## config.mk

```make
export PLATFORM = sky130hd
export DESIGN_NAME = lcd_frame_timing_power_ctrl
export DESIGN_NICKNAME = d
export VERILOG_FILES = /design/src/pkg/lcd_frame_pkg.sv /design/src/rtl/lcd_frame_divider.sv /design/src/rtl/lcd_frame_timing_power_ctrl.sv
export SDC_FILE = /design/constraint.sdc
export NUM_CORES = 1
export LEC_CHECK = 0
export BUFFER_PORTS_ARGS = -buffer_cell sky130_fd_sc_hd__buf_2
export CORE_ASPECT_RATIO = 0.9
export CORE_UTILIZATION = 50
export CTS_CLUSTER_SIZE = 12
export DETAILED_ROUTE_END_ITERATION = 10
export GPL_ROUTABILITY_DRIVEN = 0
export PLACE_DENSITY = 0.83
export SKIP_LAST_GASP = 1
export SYNTH_ARGS = -nofsm -noshare
export SYNTH_HDL_FRONTEND = slang
export SYNTH_HIERARCHICAL = 1
export SYNTH_SLANG_ARGS = --single-unit
export TNS_END_PERCENT = 20
```

## constraint.sdc

```tcl
create_clock -name sys_clk -period 15.35 [get_ports sys_clk]
set_input_delay 1.535 -clock sys_clk [delete_from_list [all_inputs] [get_ports sys_clk]]
set_output_delay 1.535 -clock sys_clk [all_outputs]
set_load 0.02 [all_outputs]
```

## src/pkg/lcd_frame_pkg.sv

```systemverilog
// Package with register map, field layout, reset values and helpers for the LCD frame timing block.
package lcd_frame_pkg;

  // Register byte offsets on the APB bus.
  localparam logic [11:0] CTRL_OFFSET = 12'h000;
  localparam logic [11:0] CLK_OFFSET = 12'h004;
  localparam logic [11:0] TIM_OFFSET = 12'h008;
  localparam logic [11:0] PWR_OFFSET = 12'h00C;
  localparam logic [11:0] STATUS_OFFSET = 12'h010;

  // Control register fields.
  localparam int CTRL_ENABLE_BIT = 0;
  localparam int CTRL_DISCHARGE_BIT = 1;
  localparam logic [1:0] CTRL_RESET = 2'h0;

  // Clock register fields.
  localparam int CLK_SRC_LSB = 0;
  localparam int CLK_DIV_LSB = 4;
  localparam int CLK_RUN_DURING_DEBUG_BIT = 8;
  localparam logic [1:0] CLK_SRC_RESET = 2'h0;
  localparam logic [2:0] CLK_DIV_RESET = 3'h0;

  // Timing register fields.
  localparam int TIM_FRAME_LSB = 0;
  localparam int TIM_DUTY_LSB = 8;
  localparam logic [3:0] FRAME_COUNT_RESET = 4'h0;
  localparam logic [2:0] DUTY_RESET = 3'h0;

  // Power register fields.
  localparam int PWR_REG_BIT = 0;
  localparam int PWR_REF_BIT = 1;
  localparam int PWR_BOOST_BIT = 2;
  localparam int PWR_HEAVY_BIT = 3;
  localparam logic [3:0] PWR_RESET = 4'h0;

  // Status register fields.
  localparam int STAT_RUN_BIT = 0;
  localparam int STAT_SUSP_BIT = 1;
  localparam int STAT_FRAME_BIT = 2;
  localparam int STAT_MODE_LSB = 4;
  localparam int STAT_COUNT_LSB = 16;

  // Divider and shared-pin constants.
  localparam logic [11:0] FRAME_BASE_DIV = 12'h010;
  localparam int COUNT_WIDTH = 11;
  localparam logic [2:0] FIRST_SHARED_DUTY = 3'h4;

  // Drive voltage generation modes.
  typedef enum logic [1:0] {
    SUPPLY_EXT_ALL,
    SUPPLY_EXT_ONE,
    SUPPLY_REG_ONLY,
    SUPPLY_INTERNAL
  } supply_mode_e;

  // Frame period in operating clock ticks: 16 * (count + 1) * (duty + 1).
  function automatic logic [11:0] frame_period(input logic [3:0] fc, input logic [2:0] duty);
    logic [4:0] a;
    logic [3:0] b;
    logic [8:0] p;
    a = {1'b0, fc} + 5'h01;
    b = {1'b0, duty} + 4'h1;
    p = 9'({4'h0, a} * {5'h00, b});
    // Widen before the product so the longest period, 2048, does not wrap in nine bits.
    return {3'h0, p} * FRAME_BASE_DIV;
  endfunction

endpackage

```

## src/rtl/lcd_frame_divider.sv

```systemverilog
// Frame divider counter producing the frame level and an end-of-frame pulse.
`timescale 1ns/1ps
module lcd_frame_divider #(
  parameter int CW = 11
) (
  input wire logic sys_clk, // System clock.
  input wire logic srst, // Synchronous reset, active high.
  input wire logic tick, // Operating clock enable pulse.
  input wire logic restart, // Force the counter and frame level to zero.
  input wire logic [3:0] frame_count, // Frame divide count.
  input wire logic [2:0] duty, // Drive duty select.
  output logic [CW-1:0] count, // Current divider count.
  output logic frame_level, // Frame signal, high in the first half.
  output logic frame_tick // One-cycle pulse at the frame end.
);

  logic [CW-1:0] count_reg, count_next;
  logic level_reg, level_next;
  logic tick_reg, tick_next;
  logic [11:0] period;
  logic [11:0] half;

  // Next count wraps at the programmed period; a restart wins over a tick.
  always_comb begin
    period = lcd_frame_pkg::frame_period(frame_count, duty);
    half = {1'b0, period[11:1]};
    count_next = count_reg;
    level_next = level_reg;
    tick_next = 1'b0;
    if (restart) begin
      count_next = '0;
      level_next = 1'b0;
    end else if (tick) begin
      if ({1'b0, count_reg} >= period - 12'h001) begin
        count_next = '0;
        tick_next = 1'b1;
      end else begin
        count_next = count_reg + 1'b1;
      end
      level_next = ({1'b0, count_next} < half);
    end
  end

  // Registers only.
  always_ff @(posedge sys_clk) begin
    if (srst) begin
      count_reg <= '0;
      level_reg <= 1'b0;
      tick_reg <= 1'b0;
    end else begin
      count_reg <= count_next;
      level_reg <= level_next;
      tick_reg <= tick_next;
    end
  end

  assign count = count_reg;
  assign frame_level = level_reg;
  assign frame_tick = tick_reg;

endmodule

```

## src/rtl/lcd_frame_timing_power_ctrl.sv

```systemverilog
// Frame timing, debug clock gating and drive power control of a segment LCD driver.
//
// Our own choices: the APB slave port and the register addresses.
`timescale 1ns/1ps
module lcd_frame_timing_power_ctrl (
  input wire logic sys_clk, // System clock, 50 MHz.
  input wire logic srst, // Synchronous reset, active high.
  input wire logic [11:0] paddr, // APB byte address.
  input wire logic psel, // APB select.
  input wire logic penable, // APB enable.
  input wire logic pwrite, // APB write direction.
  input wire logic [31:0] pwdata, // APB write data.
  output logic [31:0] prdata, // APB read data.
  output logic pready, // APB ready.
  output logic pslverr, // APB error for unmapped address.
  input wire logic op_clk_en, // Operating clock enable pulse.
  input wire logic debug_mode, // Processor is in debug mode.
  output logic [1:0] clock_source_select, // Operating clock source.
  output logic [2:0] clock_divide_select, // Operating clock division.
  output logic frame_monitor_out, // Frame monitor pin.
  output logic frame_tick, // End-of-frame pulse.
  output logic display_blank, // Display is blanked.
  output logic discharge_to_vss, // Pull driver pins to ground.
  output logic regulator_en, // Voltage regulator on.
  output logic booster_en, // Voltage booster on.
  output logic heavy_load_en, // Regulator heavy-load protection.
  output logic boost_ref_sel, // Boosting reference select.
  output lcd_frame_pkg::supply_mode_e supply_mode, // Drive voltage mode.
  output logic [7:0] common_active, // Common outputs carrying data.
  output logic [7:0] common_off_wave, // Common outputs forced to off waveform.
  output logic [3:0] shared_pin_is_common // Shared pins acting as commons.
);

  ////////////////////////////////////////////////////////////////////////////
  // Register file.

  logic [1:0] ctrl_reg, ctrl_next;
  logic [1:0] src_reg, src_next;
  logic [2:0] div_reg, div_next;
  logic run_during_debug_reg, run_during_debug_next;
  logic [3:0] frame_divide_count_reg, frame_divide_count_next;
  logic [2:0] drive_duty_select_reg, drive_duty_select_next;
  logic [3:0] pwr_reg, pwr_next;
  logic [31:0] prdata_reg, prdata_next;

  logic setup_phase;
  logic wr_access;
  logic addr_hit;
  logic tim_write;
  logic settings_change;
  logic suspended;
  logic driver_enable;
  logic tick_run;
  logic div_restart;
  logic [lcd_frame_pkg::COUNT_WIDTH-1:0] div_count;
  logic frame_level;

  // Address decode for the five mapped words.
  function automatic logic mapped(input logic [11:0] a);
    return (a == lcd_frame_pkg::CTRL_OFFSET) || (a == lcd_frame_pkg::CLK_OFFSET) ||
           (a == lcd_frame_pkg::TIM_OFFSET) || (a == lcd_frame_pkg::PWR_OFFSET) ||
           (a == lcd_frame_pkg::STATUS_OFFSET);
  endfunction

  // Read data is captured in the setup cycle so that the answer comes from a flop
  // with no wait state; the status word may therefore be one cycle old.
  assign setup_phase = psel && !penable;
  assign wr_access = psel && penable && pwrite && addr_hit;
  assign addr_hit = mapped(paddr);
  assign pready = 1'b1;
  assign pslverr = psel && penable && !addr_hit;
  assign tim_write = wr_access && (paddr == lcd_frame_pkg::TIM_OFFSET);

  // A timing write only restarts the divider if it really changes something.
  assign settings_change = tim_write &&
    ((pwdata[lcd_frame_pkg::TIM_FRAME_LSB +: 4] != frame_divide_count_reg) ||
     (pwdata[lcd_frame_pkg::TIM_DUTY_LSB +: 3] != drive_duty_select_reg));

  // Register writes stay allowed while suspended; the counting logic stops and the display blanks.
  always_comb begin
    ctrl_next = ctrl_reg;
    src_next = src_reg;
    div_next = div_reg;
    run_during_debug_next = run_during_debug_reg;
    frame_divide_count_next = frame_divide_count_reg;
    drive_duty_select_next = drive_duty_select_reg;
    pwr_next = pwr_reg;
    prdata_next = prdata_reg;
    if (wr_access) begin
      case (paddr)
        lcd_frame_pkg::CTRL_OFFSET: begin
          ctrl_next = pwdata[1:0];
        end
        lcd_frame_pkg::CLK_OFFSET: begin
          src_next = pwdata[lcd_frame_pkg::CLK_SRC_LSB +: 2];
          div_next = pwdata[lcd_frame_pkg::CLK_DIV_LSB +: 3];
          run_during_debug_next = pwdata[lcd_frame_pkg::CLK_RUN_DURING_DEBUG_BIT];
        end
        lcd_frame_pkg::TIM_OFFSET: begin
          frame_divide_count_next = pwdata[lcd_frame_pkg::TIM_FRAME_LSB +: 4];
          drive_duty_select_next = pwdata[lcd_frame_pkg::TIM_DUTY_LSB +: 3];
        end
        lcd_frame_pkg::PWR_OFFSET: begin
          pwr_next = pwdata[3:0];
        end
        default: begin
        end
      endcase
    end
    if (setup_phase) begin
      prdata_next = 32'h00000000;
      case (paddr)
        lcd_frame_pkg::CTRL_OFFSET: begin
          prdata_next[1:0] = ctrl_reg;
        end
        lcd_frame_pkg::CLK_OFFSET: begin
          prdata_next[lcd_frame_pkg::CLK_SRC_LSB +: 2] = src_reg;
          prdata_next[lcd_frame_pkg::CLK_DIV_LSB +: 3] = div_reg;
          prdata_next[lcd_frame_pkg::CLK_RUN_DURING_DEBUG_BIT] = run_during_debug_reg;
        end
        lcd_frame_pkg::TIM_OFFSET: begin
          prdata_next[lcd_frame_pkg::TIM_FRAME_LSB +: 4] = frame_divide_count_reg;
          prdata_next[lcd_frame_pkg::TIM_DUTY_LSB +: 3] = drive_duty_select_reg;
        end
        lcd_frame_pkg::PWR_OFFSET: begin
          prdata_next[3:0] = pwr_reg;
        end
        lcd_frame_pkg::STATUS_OFFSET: begin
          prdata_next[lcd_frame_pkg::STAT_RUN_BIT] = tick_run || (driver_enable && !suspended);
          prdata_next[lcd_frame_pkg::STAT_SUSP_BIT] = suspended;
          prdata_next[lcd_frame_pkg::STAT_FRAME_BIT] = frame_level;
          prdata_next[lcd_frame_pkg::STAT_MODE_LSB +: 2] = supply_mode;
          prdata_next[lcd_frame_pkg::STAT_COUNT_LSB +: lcd_frame_pkg::COUNT_WIDTH] = div_count;
        end
        default: begin
        end
      endcase
    end
  end

  // Register update.
  always_ff @(posedge sys_clk) begin
    if (srst) begin
      ctrl_reg <= lcd_frame_pkg::CTRL_RESET;
      src_reg <= lcd_frame_pkg::CLK_SRC_RESET;
      div_reg <= lcd_frame_pkg::CLK_DIV_RESET;
      run_during_debug_reg <= 1'b0;
      frame_divide_count_reg <= lcd_frame_pkg::FRAME_COUNT_RESET;
      drive_duty_select_reg <= lcd_frame_pkg::DUTY_RESET;
      pwr_reg <= lcd_frame_pkg::PWR_RESET;
      prdata_reg <= 32'h00000000;
    end else begin
      ctrl_reg <= ctrl_next;
      src_reg <= src_next;
      div_reg <= div_next;
      run_during_debug_reg <= run_during_debug_next;
      frame_divide_count_reg <= frame_divide_count_next;
      drive_duty_select_reg <= drive_duty_select_next;
      pwr_reg <= pwr_next;
      prdata_reg <= prdata_next;
    end
  end

  assign prdata = prdata_reg;
  assign clock_source_select = src_reg;
  assign clock_divide_select = div_reg;

  ////////////////////////////////////////////////////////////////////////////
  // Operating clock gating and frame divider.

  // In debug with debug-run low the operating ticks are swallowed, which is the
  // enable-pulse form of stopping the clock; the divider simply freezes.
  assign driver_enable = ctrl_reg[lcd_frame_pkg::CTRL_ENABLE_BIT];
  assign suspended = debug_mode && !run_during_debug_reg;
  assign tick_run = op_clk_en && driver_enable && !suspended;
  assign div_restart = settings_change || !driver_enable;

  lcd_frame_divider #(
    .CW(lcd_frame_pkg::COUNT_WIDTH)
  ) lcd_frame_divider_inst (
    .sys_clk(sys_clk),
    .srst(srst),
    .tick(tick_run),
    .restart(div_restart),
    .frame_count(frame_divide_count_reg),
    .duty(drive_duty_select_reg),
    .count(div_count),
    .frame_level(frame_level),
    .frame_tick(frame_tick)
  );

  // The frame level comes straight from a divider flop and resets low.
  assign frame_monitor_out = frame_level;

  ////////////////////////////////////////////////////////////////////////////
  // Pin roles, blanking and power outputs.

  logic [7:0] active_reg, active_next;
  logic [7:0] off_reg, off_next;
  logic [3:0] shared_reg, shared_next;
  logic blank_reg, blank_next;
  logic discharge_reg, discharge_next;
  logic reg_en_reg, reg_en_next;
  logic boost_en_reg, boost_en_next;
  logic heavy_reg, heavy_next;
  logic ref_reg, ref_next;
  lcd_frame_pkg::supply_mode_e mode_reg, mode_next;

  // Heavy-load protection only has meaning while the regulator runs.
  always_comb begin
    blank_next = !driver_enable || suspended;
    discharge_next = blank_next && ctrl_reg[lcd_frame_pkg::CTRL_DISCHARGE_BIT];
    shared_next = {4{drive_duty_select_reg >= lcd_frame_pkg::FIRST_SHARED_DUTY}};
    for (int k = 0; k < 8; k++) begin
      active_next[k] = !blank_next && (3'(k) <= drive_duty_select_reg);
    end
    off_next[3:0] = ~active_next[3:0];
    off_next[7:4] = ~active_next[7:4] & shared_next;
    reg_en_next = pwr_reg[lcd_frame_pkg::PWR_REG_BIT];
    boost_en_next = pwr_reg[lcd_frame_pkg::PWR_BOOST_BIT];
    heavy_next = pwr_reg[lcd_frame_pkg::PWR_HEAVY_BIT] && pwr_reg[lcd_frame_pkg::PWR_REG_BIT];
    ref_next = pwr_reg[lcd_frame_pkg::PWR_REF_BIT];
    case ({pwr_reg[lcd_frame_pkg::PWR_REG_BIT], pwr_reg[lcd_frame_pkg::PWR_BOOST_BIT]})
      2'h3: mode_next = lcd_frame_pkg::SUPPLY_INTERNAL;
      2'h1: mode_next = lcd_frame_pkg::SUPPLY_EXT_ONE;
      2'h2: mode_next = lcd_frame_pkg::SUPPLY_REG_ONLY;
      default: mode_next = lcd_frame_pkg::SUPPLY_EXT_ALL;
    endcase
  end

  // Output registers.
  always_ff @(posedge sys_clk) begin
    if (srst) begin
      active_reg <= 8'h00;
      off_reg <= 8'hFF;
      shared_reg <= 4'h0;
      blank_reg <= 1'b1;
      discharge_reg <= 1'b0;
      reg_en_reg <= 1'b0;
      boost_en_reg <= 1'b0;
      heavy_reg <= 1'b0;
      ref_reg <= 1'b0;
      mode_reg <= lcd_frame_pkg::SUPPLY_EXT_ALL;
    end else begin
      active_reg <= active_next;
      off_reg <= off_next;
      shared_reg <= shared_next;
      blank_reg <= blank_next;
      discharge_reg <= discharge_next;
      reg_en_reg <= reg_en_next;
      boost_en_reg <= boost_en_next;
      heavy_reg <= heavy_next;
      ref_reg <= ref_next;
      mode_reg <= mode_next;
    end
  end

  assign common_active = active_reg;
  assign common_off_wave = off_reg;
  assign shared_pin_is_common = shared_reg;
  assign display_blank = blank_reg;
  assign discharge_to_vss = discharge_reg;
  assign regulator_en = reg_en_reg;
  assign booster_en = boost_en_reg;
  assign heavy_load_en = heavy_reg;
  assign boost_ref_sel = ref_reg;
  assign supply_mode = mode_reg;
endmodule

```

==> results of run 1 <==
[kinds of logic after synthesis]
family,count (synthesis)
AND/OR/NAND/NOR,159
AO/OA/AOI/OAI,96
flip-flops,78
buffers and inverters,63
XOR/XNOR,38
adder cells (fa/ha/maj),35
multiplexers,16
other,2
[cell type report]
type / count / area (µm²) / share of cell area (%)
clock buffers: 10 / 138 / 2.72
multi-input cells: 356 / 2580 / 51.2
clock inverters: 6 / 93.8 / 1.86
inverters: 25 / 93.8 / 1.86
well taps: 119 / 149 / 2.95
flip-flops and latches: 78 / 1560 / 30.9
repair buffers: 86 / 433 / 8.57
[per-layer routing]
layer | vias up | track usage [%] | wire length [µm]
met2 | 146 | 34.1 | 4480
met5 | - | 0 | 0
li1 | 1812 | - | -
met3 | 14 | 4.23 | 608
met1 | 1764 | 28.6 | 4340
met4 | 0 | 6.64 | 146
[synth_stat cells (4+ instances only)]
cell type                  count  area share [%]
sky130_fd_sc_hd__a211oi_1     11             1.9
sky130_fd_sc_hd__a21o_1        6             1.0
sky130_fd_sc_hd__a21oi_1      30             3.4
sky130_fd_sc_hd__a22o_1       15             3.0
sky130_fd_sc_hd__and2_1        6            0.85
sky130_fd_sc_hd__and3_1       11             1.6
sky130_fd_sc_hd__buf_2         4            0.45
sky130_fd_sc_hd__buf_4        16             2.7
sky130_fd_sc_hd__clkbuf_1     15             1.3
sky130_fd_sc_hd__dfxtp_1      78              35
sky130_fd_sc_hd__fa_1          6             2.7
sky130_fd_sc_hd__ha_1         29             8.2
sky130_fd_sc_hd__inv_1        25             2.1
sky130_fd_sc_hd__mux2i_1      15             3.4
sky130_fd_sc_hd__nand2_1      24             2.0
sky130_fd_sc_hd__nand2b_1     22             3.1
sky130_fd_sc_hd__nand3_1      19             2.1
sky130_fd_sc_hd__nand4_1       7            0.99
sky130_fd_sc_hd__nor2_1       23             2.0
sky130_fd_sc_hd__nor2b_1      13             1.8
sky130_fd_sc_hd__nor3_1        4            0.45
sky130_fd_sc_hd__o21ai_0      16             1.8
sky130_fd_sc_hd__or2_2         6            0.85
sky130_fd_sc_hd__or3_1         4            0.57
sky130_fd_sc_hd__xnor2_1      17             3.4
sky130_fd_sc_hd__xor2_1       20             4.0
[critical path: cells and delay by family (launching register included)]
family | cells | cell delay (ns)
adders and majority gates | 5 | 1.98
and+or+nand+nor | 9 | 1.84
AOI/OAI and AO/OA | 6 | 1.84
DFF | 1 | 0.68
xor gates and xnor gates | 1 | 0.08
buffers and inverters | 1 | 0.06
[report_power, final]
group / switching [mW] / internal, mW / leakage, nW / total (mW)
Sequential: 0.000206 / 0.203 / 0.630 / 0.203
Combinational: 0.0135 / 0.00657 / 1.60 / 0.0201
Clock: 0.0782 / 0.0971 / 0.113 / 0.175
[stage by stage]
step | area [µm²] | setup WS, ns
after global routing | 5050 | 8.38
after global placement | 4820 | 9.03
after CTS | 5050 | 8.81
after floorplan | 4460 | 9.74
final | 5050 | 8.75
after detailed placement | 4820 | 8.87
[how the worst max path moves through the flow]
stage | endpoint | slack [ns] | cells after the start
floorplan | lcd_frame_divider_inst/frame_level$_SDFFE_PP0P_ | 9.74 | 23
global placement | lcd_frame_divider_inst/frame_level$_SDFFE_PP0P_ | 9.03 | 22
detailed placement | lcd_frame_divider_inst/frame_level$_SDFFE_PP0P_ | 8.87 | 22
CTS | lcd_frame_divider_inst/frame_level$_SDFFE_PP0P_ | 8.81 | 22
global route | lcd_frame_divider_inst/frame_level$_SDFFE_PP0P_ | 8.38 | 21
finish | lcd_frame_divider_inst/frame_level$_SDFFE_PP0P_ | 8.75 | 22
==> results by group, run 1 <==
Status
  • Run status: finished, final reports clean

Setup path
  • FF-to-FF End: lcd_frame_divider_inst/frame_level$_SDFFE_PP0P_
  • Count of cells along the worst register-to-register path: 22
  • CP Class: register to register
  • Cell at the slowest stage of the critical path: sky130_fd_sc_hd__o221ai_1
  • Cell type with the highest occurrence count on the critical path: sky130_fd_sc_hd__ha_1
  • Critical Path Source Type: register
  • Crit path cell chain: nand3_1, or2_2, fa_1, inv_1, fa_1, ha_1, a211oi_1, nor3b_2, or2_2, nand4_1, xnor2_1, ha_1, and4_1, nand2_1, o221ai_1, a21oi_1, ha_1, nand4_1, o2111ai_1, a31oi_1, and4b_1, a211o_1
  • Delay of the slowest cell on the worst path: 0.69 ns
  • Critical path startpoint: drive_duty_select_reg[2]$_SDFFE_PP0P_
  • Required arrival time at the worst endpoint: 15.61 ns
  • R2R Setup Slk: 8.75 ns
  • Source of the worst register-to-register timing path: drive_duty_select_reg[2]$_SDFFE_PP0P_
  • CP endpoint kind: register
  • CP max FO: 15
  • Arrival time worst endpoint: 6.86 ns

Route
  • Aggregate routed wire length: 9.58 mm
  • Detail Route Antenna Nets: 0
  • Post-DR wirelength/cell: 14.1 µm
  • Post-DR vias/cell: 5.49
  • Iteration-0 DRC Markers: 182
  • DR DRC count: 0
  • Total via count after detailed routing: 3736
  • First-pass detailed-route iteration total: 4

Clock tree
  • TritonCTS clock tree: built
  • Number of hold buffers added after cts: 0
  • Postcts setup bufs: 0
  • Root buf cell: sky130_fd_sc_hd__clkbuf_8
  • Inserted Clock Buffers: 9
  • Cells resized by post-CTS repair: 0
  • Clock edge transition at the registers on the reported setup and hold paths: 0.09 ns
  • Maximum count of clock buffers along a single path: 2
  • Insertion delay of the later-clocked pin in the worst-skew pair: 0.36 ns
  • Sink count of the clock tree: 78
  • H-tree levels: 3

STA
  • Final Cycle Share: 43.0%
  • Setup-failing EPs final: 0
  • Final hold viol count: 0
  • FMAX: 151 MHz
  • Worst relative slew slack: 30.7%
  • Unrepaired setup endpoints after global routing: no
  • Skew final: 0.0117 ns
  • Final critical delay including setup and external delays: 6.60 ns
  • Setup_tns: 0 ns
  • Worst-Margin Slew: 1.04 ns
  • Total count of max-transition violations in the final report: 0
  • Minimum hold slack: 0.459 ns

Hold path
  • Sink of the worst hold path: prdata[10]$_SDFFE_PP0P_
  • Hold path startpoint: prdata[10]$_SDFFE_PP0P_
  • Instance count along the most critical hold path: 2
  • Worst min-delay path category: register to register

Global route
  • Pin count of the biggest net entering global routing: 45
  • Number of antenna violations at the first check in global routing: 0
  • Via count of the first global-routing pass: 3327
  • Wire length of the first global-routing pass: 15.6 mm
  • Total global routing track utilization: 21.3%
  • Aggregate global routing overflow: 0

Synth
  • Simple-gate portion of the synthesized area: 21.0%
  • Number of flops mapped to enable cells by yosys: 0
  • Yosys reg bits: 78
  • Total of warnings raised by yosys: 6
  • Avg Cell Area, Syn: 9.09 µm²
  • Main combinational cell family by area after synthesis: simple AND/OR/NAND/NOR gates
  • Share of synthesized cell area in full adder, half adder and majority cells: 10.9%
  • Synth Instances: 487
  • Multiplexer share of the synthesized area: 3.73%
  • Netlist cell types: 55
  • Fraction of the yosys area taken by sequential cells: 35.3%
  • Xor/xnor cell area share of the yosys netlist: 7.69%
  • Mapped Area: 4430 µm²
  • Compound-cell area share of the yosys netlist: 14.1%
  • Share of synthesized registers carrying an async set or reset: 0%
  • Dominant register cell in the synthesized netlist: sky130_fd_sc_hd__dfxtp_1

Cells and area
  • Layout-stage area growth over the synthesis result: 14.2%
  • Net count reported at finish: 642
  • Fill cell total of the finished layout: 724
  • Post-Layout Cell Count: 680
  • Share of final-layout standard cells stronger than drive strength 1: 21.2%
  • Most frequent cells in the layout: 85 x sky130_fd_sc_hd__buf_2, 78 x sky130_fd_sc_hd__dfxtp_1, 30 x sky130_fd_sc_hd__a21oi_1
  • Number of inserted diodes: 0
  • Most common cell after layout, fill and taps aside: sky130_fd_sc_hd__buf_2
  • Number of flip-flops under the largest register name: 21
  • Final Util: 59.0%

Power and ir drop
  • Power per Cell Area: 78.8 nW/µm²
  • Power consumption: 398 µW
  • Leak: 2.34 nW
  • Peak supply drop: 0.0505 mV

Floorplanning
  • Core region area: 8570 µm²
  • Starting density of the core: 51.7%
  • Boundary pin count: 120
  • Row count: 32
  • Die Width: 101 µm
  • Overall die area: 9230 µm²
  • Floorplan die height: 91.3 µm

Placement
  • Placed Cells incl. Taps: 664
  • PortBufs: 85
  • DP HPWL: 7.18 mm

Job
  • Count of maximum capacitance violations: 0
Power figures use the tool's default switching activity.
==> run 2: changes to the inputs <==
Settings changed: CORE_UTILIZATION 50 to 48.
Clock period 15.35 ns to 6 ns, I/O delays scaled along.
==> run 2 against run 1 <==
Critical path depth rose by 2; clock skew is 0.0053 ns lower; final area grew 1.6%; sequential power increased to 2.6 times the previous value; fmax grew 16%; hold slack improved by 0.0055 ns; non-clock buffer count is 7 higher; die area is 4.1% higher; routed wire length is 5.6% higher; core utilization is 0.40 points lower; highest routed layer unchanged; first-iteration DRC count is 37% higher; via count down 0.37%.
==> results by group, run 2 (synthesis results as in run 1) <==
Clock tree
  • TritonCTS clock tree: built
  • Clock edge transition at the registers on the reported setup and hold paths: 0.08 ns
  • Sink count of the clock tree: 78
  • Insertion delay of the later-clocked pin in the worst-skew pair: 0.35 ns
  • Inserted Clock Buffers: 9
  • Maximum count of clock buffers along a single path: 2
  • H-tree levels: 3
  • Root buf cell: sky130_fd_sc_hd__clkbuf_8
  • Postcts setup bufs: 0

Job
  • Count of maximum capacitance violations: 0

Global route
  • Number of antenna violations at the first check in global routing: 0
  • Via count of the first global-routing pass: 3490
  • Wire length of the first global-routing pass: 16.5 mm
  • Pin count of the biggest net entering global routing: 45
  • Total global routing track utilization: 22.0%
  • Aggregate global routing overflow: 0

Floorplanning
  • Overall die area: 9610 µm²
  • Core region area: 8770 µm²
  • Starting density of the core: 50.5%
  • Floorplan die height: 93.1 µm
  • Die Width: 103 µm
  • Row count: 32
  • Boundary pin count: 120

Route
  • DR DRC count: 0
  • Post-DR vias/cell: 5.42
  • Aggregate routed wire length: 10.1 mm
  • Iteration-0 DRC Markers: 249
  • First-pass detailed-route iteration total: 5
  • Detail Route Antenna Nets: 0
  • Post-DR wirelength/cell: 14.7 µm
  • Total via count after detailed routing: 3722

Cells and area
  • Most frequent cells in the layout: 85 x sky130_fd_sc_hd__buf_2, 77 x sky130_fd_sc_hd__dfxtp_1, 30 x sky130_fd_sc_hd__a21oi_1
  • Net count reported at finish: 649
  • Number of inserted diodes: 0
  • Layout-stage area growth over the synthesis result: 16.1%
  • Final Util: 58.6%
  • Share of final-layout standard cells stronger than drive strength 1: 23.1%
  • Number of flip-flops under the largest register name: 21
  • Post-Layout Cell Count: 687
  • Most common cell after layout, fill and taps aside: sky130_fd_sc_hd__buf_2

Setup path
  • Critical Path Source Type: register
  • CP endpoint kind: register
  • R2R Setup Slk: 0.31 ns
  • Arrival time worst endpoint: 5.93 ns
  • CP Class: register to register
  • CP max FO: 7
  • Required arrival time at the worst endpoint: 6.24 ns

Power and ir drop
  • Clock share of power: 45.2%
  • Internal power: 812 µW
  • Share of power burned in registers: 49.8%
  • Peak supply drop: 0.144 mV
  • Switching fraction of total power: 22.1%
  • Power per Cell Area: 203 nW/µm²
  • Combinational power share: 5.0%
  • Power consumption: 1.04 mW
  • Net load switching power: 230 µW
  • Leak: 2.39 nW

STA
  • Total count of max-transition violations in the final report: 0
  • Worst-Margin Slew: 1.01 ns
  • Final hold viol count: 0
  • Setup-failing EPs final: 0
  • Worst relative slew slack: 32.3%
  • Final critical delay including setup and external delays: 5.69 ns
  • Final Cycle Share: 94.9%
  • Setup_tns: 0 ns
  • Skew final: 0.00639 ns
  • FMAX: 176 MHz

Placement
  • Placed Cells incl. Taps: 671
  • DP HPWL: 7.51 mm
  • PortBufs: 85

Status
  • Run status: finished, final reports clean

Hold path
  • Worst min-delay path category: register to register
## run 2: per-layer routing
metal	global-route usage [%]	routed length [µm]	up-vias	part of all wire [%]
met3	4.71	612	16	6.1
met5	0	0	-	0
met1	29.6	4500	1733	44
li1	-	-	1822	-
met2	34.9	4840	151	48
met4	6.69	162	0	1.6
## run 2: area by class of cell
class	count	area, µm²
clock buffers	10	128
clock inverters	6	109
fillers	761	3630
inverters	25	93.8
multi-input cells	356	2610
flip-flops and latches	78	1560
well taps	119	149
repair buffers	93	485
## run 2: path summary, 6_finish.rpt
kind | startpoint | to | depth (start not counted)
worst min register to register | prdata[6]$_SDFFE_PP0P_ | prdata[6]$_SDFFE_PP0P_ | 2
worst max register to register | drive_duty_select_reg[0]$_SDFFE_PP0P_ | lcd_frame_divider_inst/frame_level$_SDFFE_PP0P_ | 24
worst max-delay path | drive_duty_select_reg[0]$_SDFFE_PP0P_ | lcd_frame_divider_inst/frame_level$_SDFFE_PP0P_ | 24
worst min-delay path | prdata[6]$_SDFFE_PP0P_ | prdata[6]$_SDFFE_PP0P_ | 2
## run 2: critical path, cell delays in order (launching register included)
cell and delay, ns:
sky130_fd_sc_hd__dfxtp_1 0.34, sky130_fd_sc_hd__ha_1 0.23, sky130_fd_sc_hd__xnor2_2 0.17, sky130_fd_sc_hd__nand2b_1 0.18, sky130_fd_sc_hd__fa_1 0.50, sky130_fd_sc_hd__inv_1 0.05
sky130_fd_sc_hd__fa_1 0.50, sky130_fd_sc_hd__ha_1 0.31, sky130_fd_sc_hd__a211oi_1 0.39, sky130_fd_sc_hd__nor3b_2 0.12, sky130_fd_sc_hd__or2_2 0.35, sky130_fd_sc_hd__nand4_1 0.12
sky130_fd_sc_hd__xnor2_1 0.14, sky130_fd_sc_hd__ha_1 0.27, sky130_fd_sc_hd__and4_1 0.17, sky130_fd_sc_hd__a21oi_1 0.19, sky130_fd_sc_hd__o221ai_2 0.20, sky130_fd_sc_hd__buf_4 0.21
sky130_fd_sc_hd__a21oi_1 0.17, sky130_fd_sc_hd__ha_1 0.19, sky130_fd_sc_hd__a21oi_1 0.07, sky130_fd_sc_hd__o2111ai_1 0.16, sky130_fd_sc_hd__a31oi_1 0.07, sky130_fd_sc_hd__and4b_1 0.21
sky130_fd_sc_hd__a211o_1 0.28
## run 2: repair_timing
action | CTS | global route
hold buffers | 0 | 0
gates resized for setup | 0 | 6
endpoints found under the setup margin | 0 | 1
## run 2: power by group through the flow
stage	clock [mW]	sequential [mW]	combinational, mW
2_1_floorplan	0	0.534	0.0357
3_3_place_gp	0	0.532	0.0495
3_5_place_dp	0	0.532	0.0507
4_1_cts	0.476	0.519	0.0509
5_1_grt	0.501	0.520	0.0561
6_report	0.471	0.519	0.0516
## run 2: metrics by stage
| step | hold WS (ns) | area, µm² | worst slack (ns) |
|---|---|---|---|
| floorplan | 0.436 | 4460 | 0.387 |
| global placement | 0.439 | 4870 | 0.258 |
| detailed placement | 0.452 | 4870 | 0.102 |
| CTS | 0.463 | 5110 | 0.0498 |
| global route | 0.491 | 5140 | -0.00232 |
| finish | 0.465 | 5140 | 0.309 |
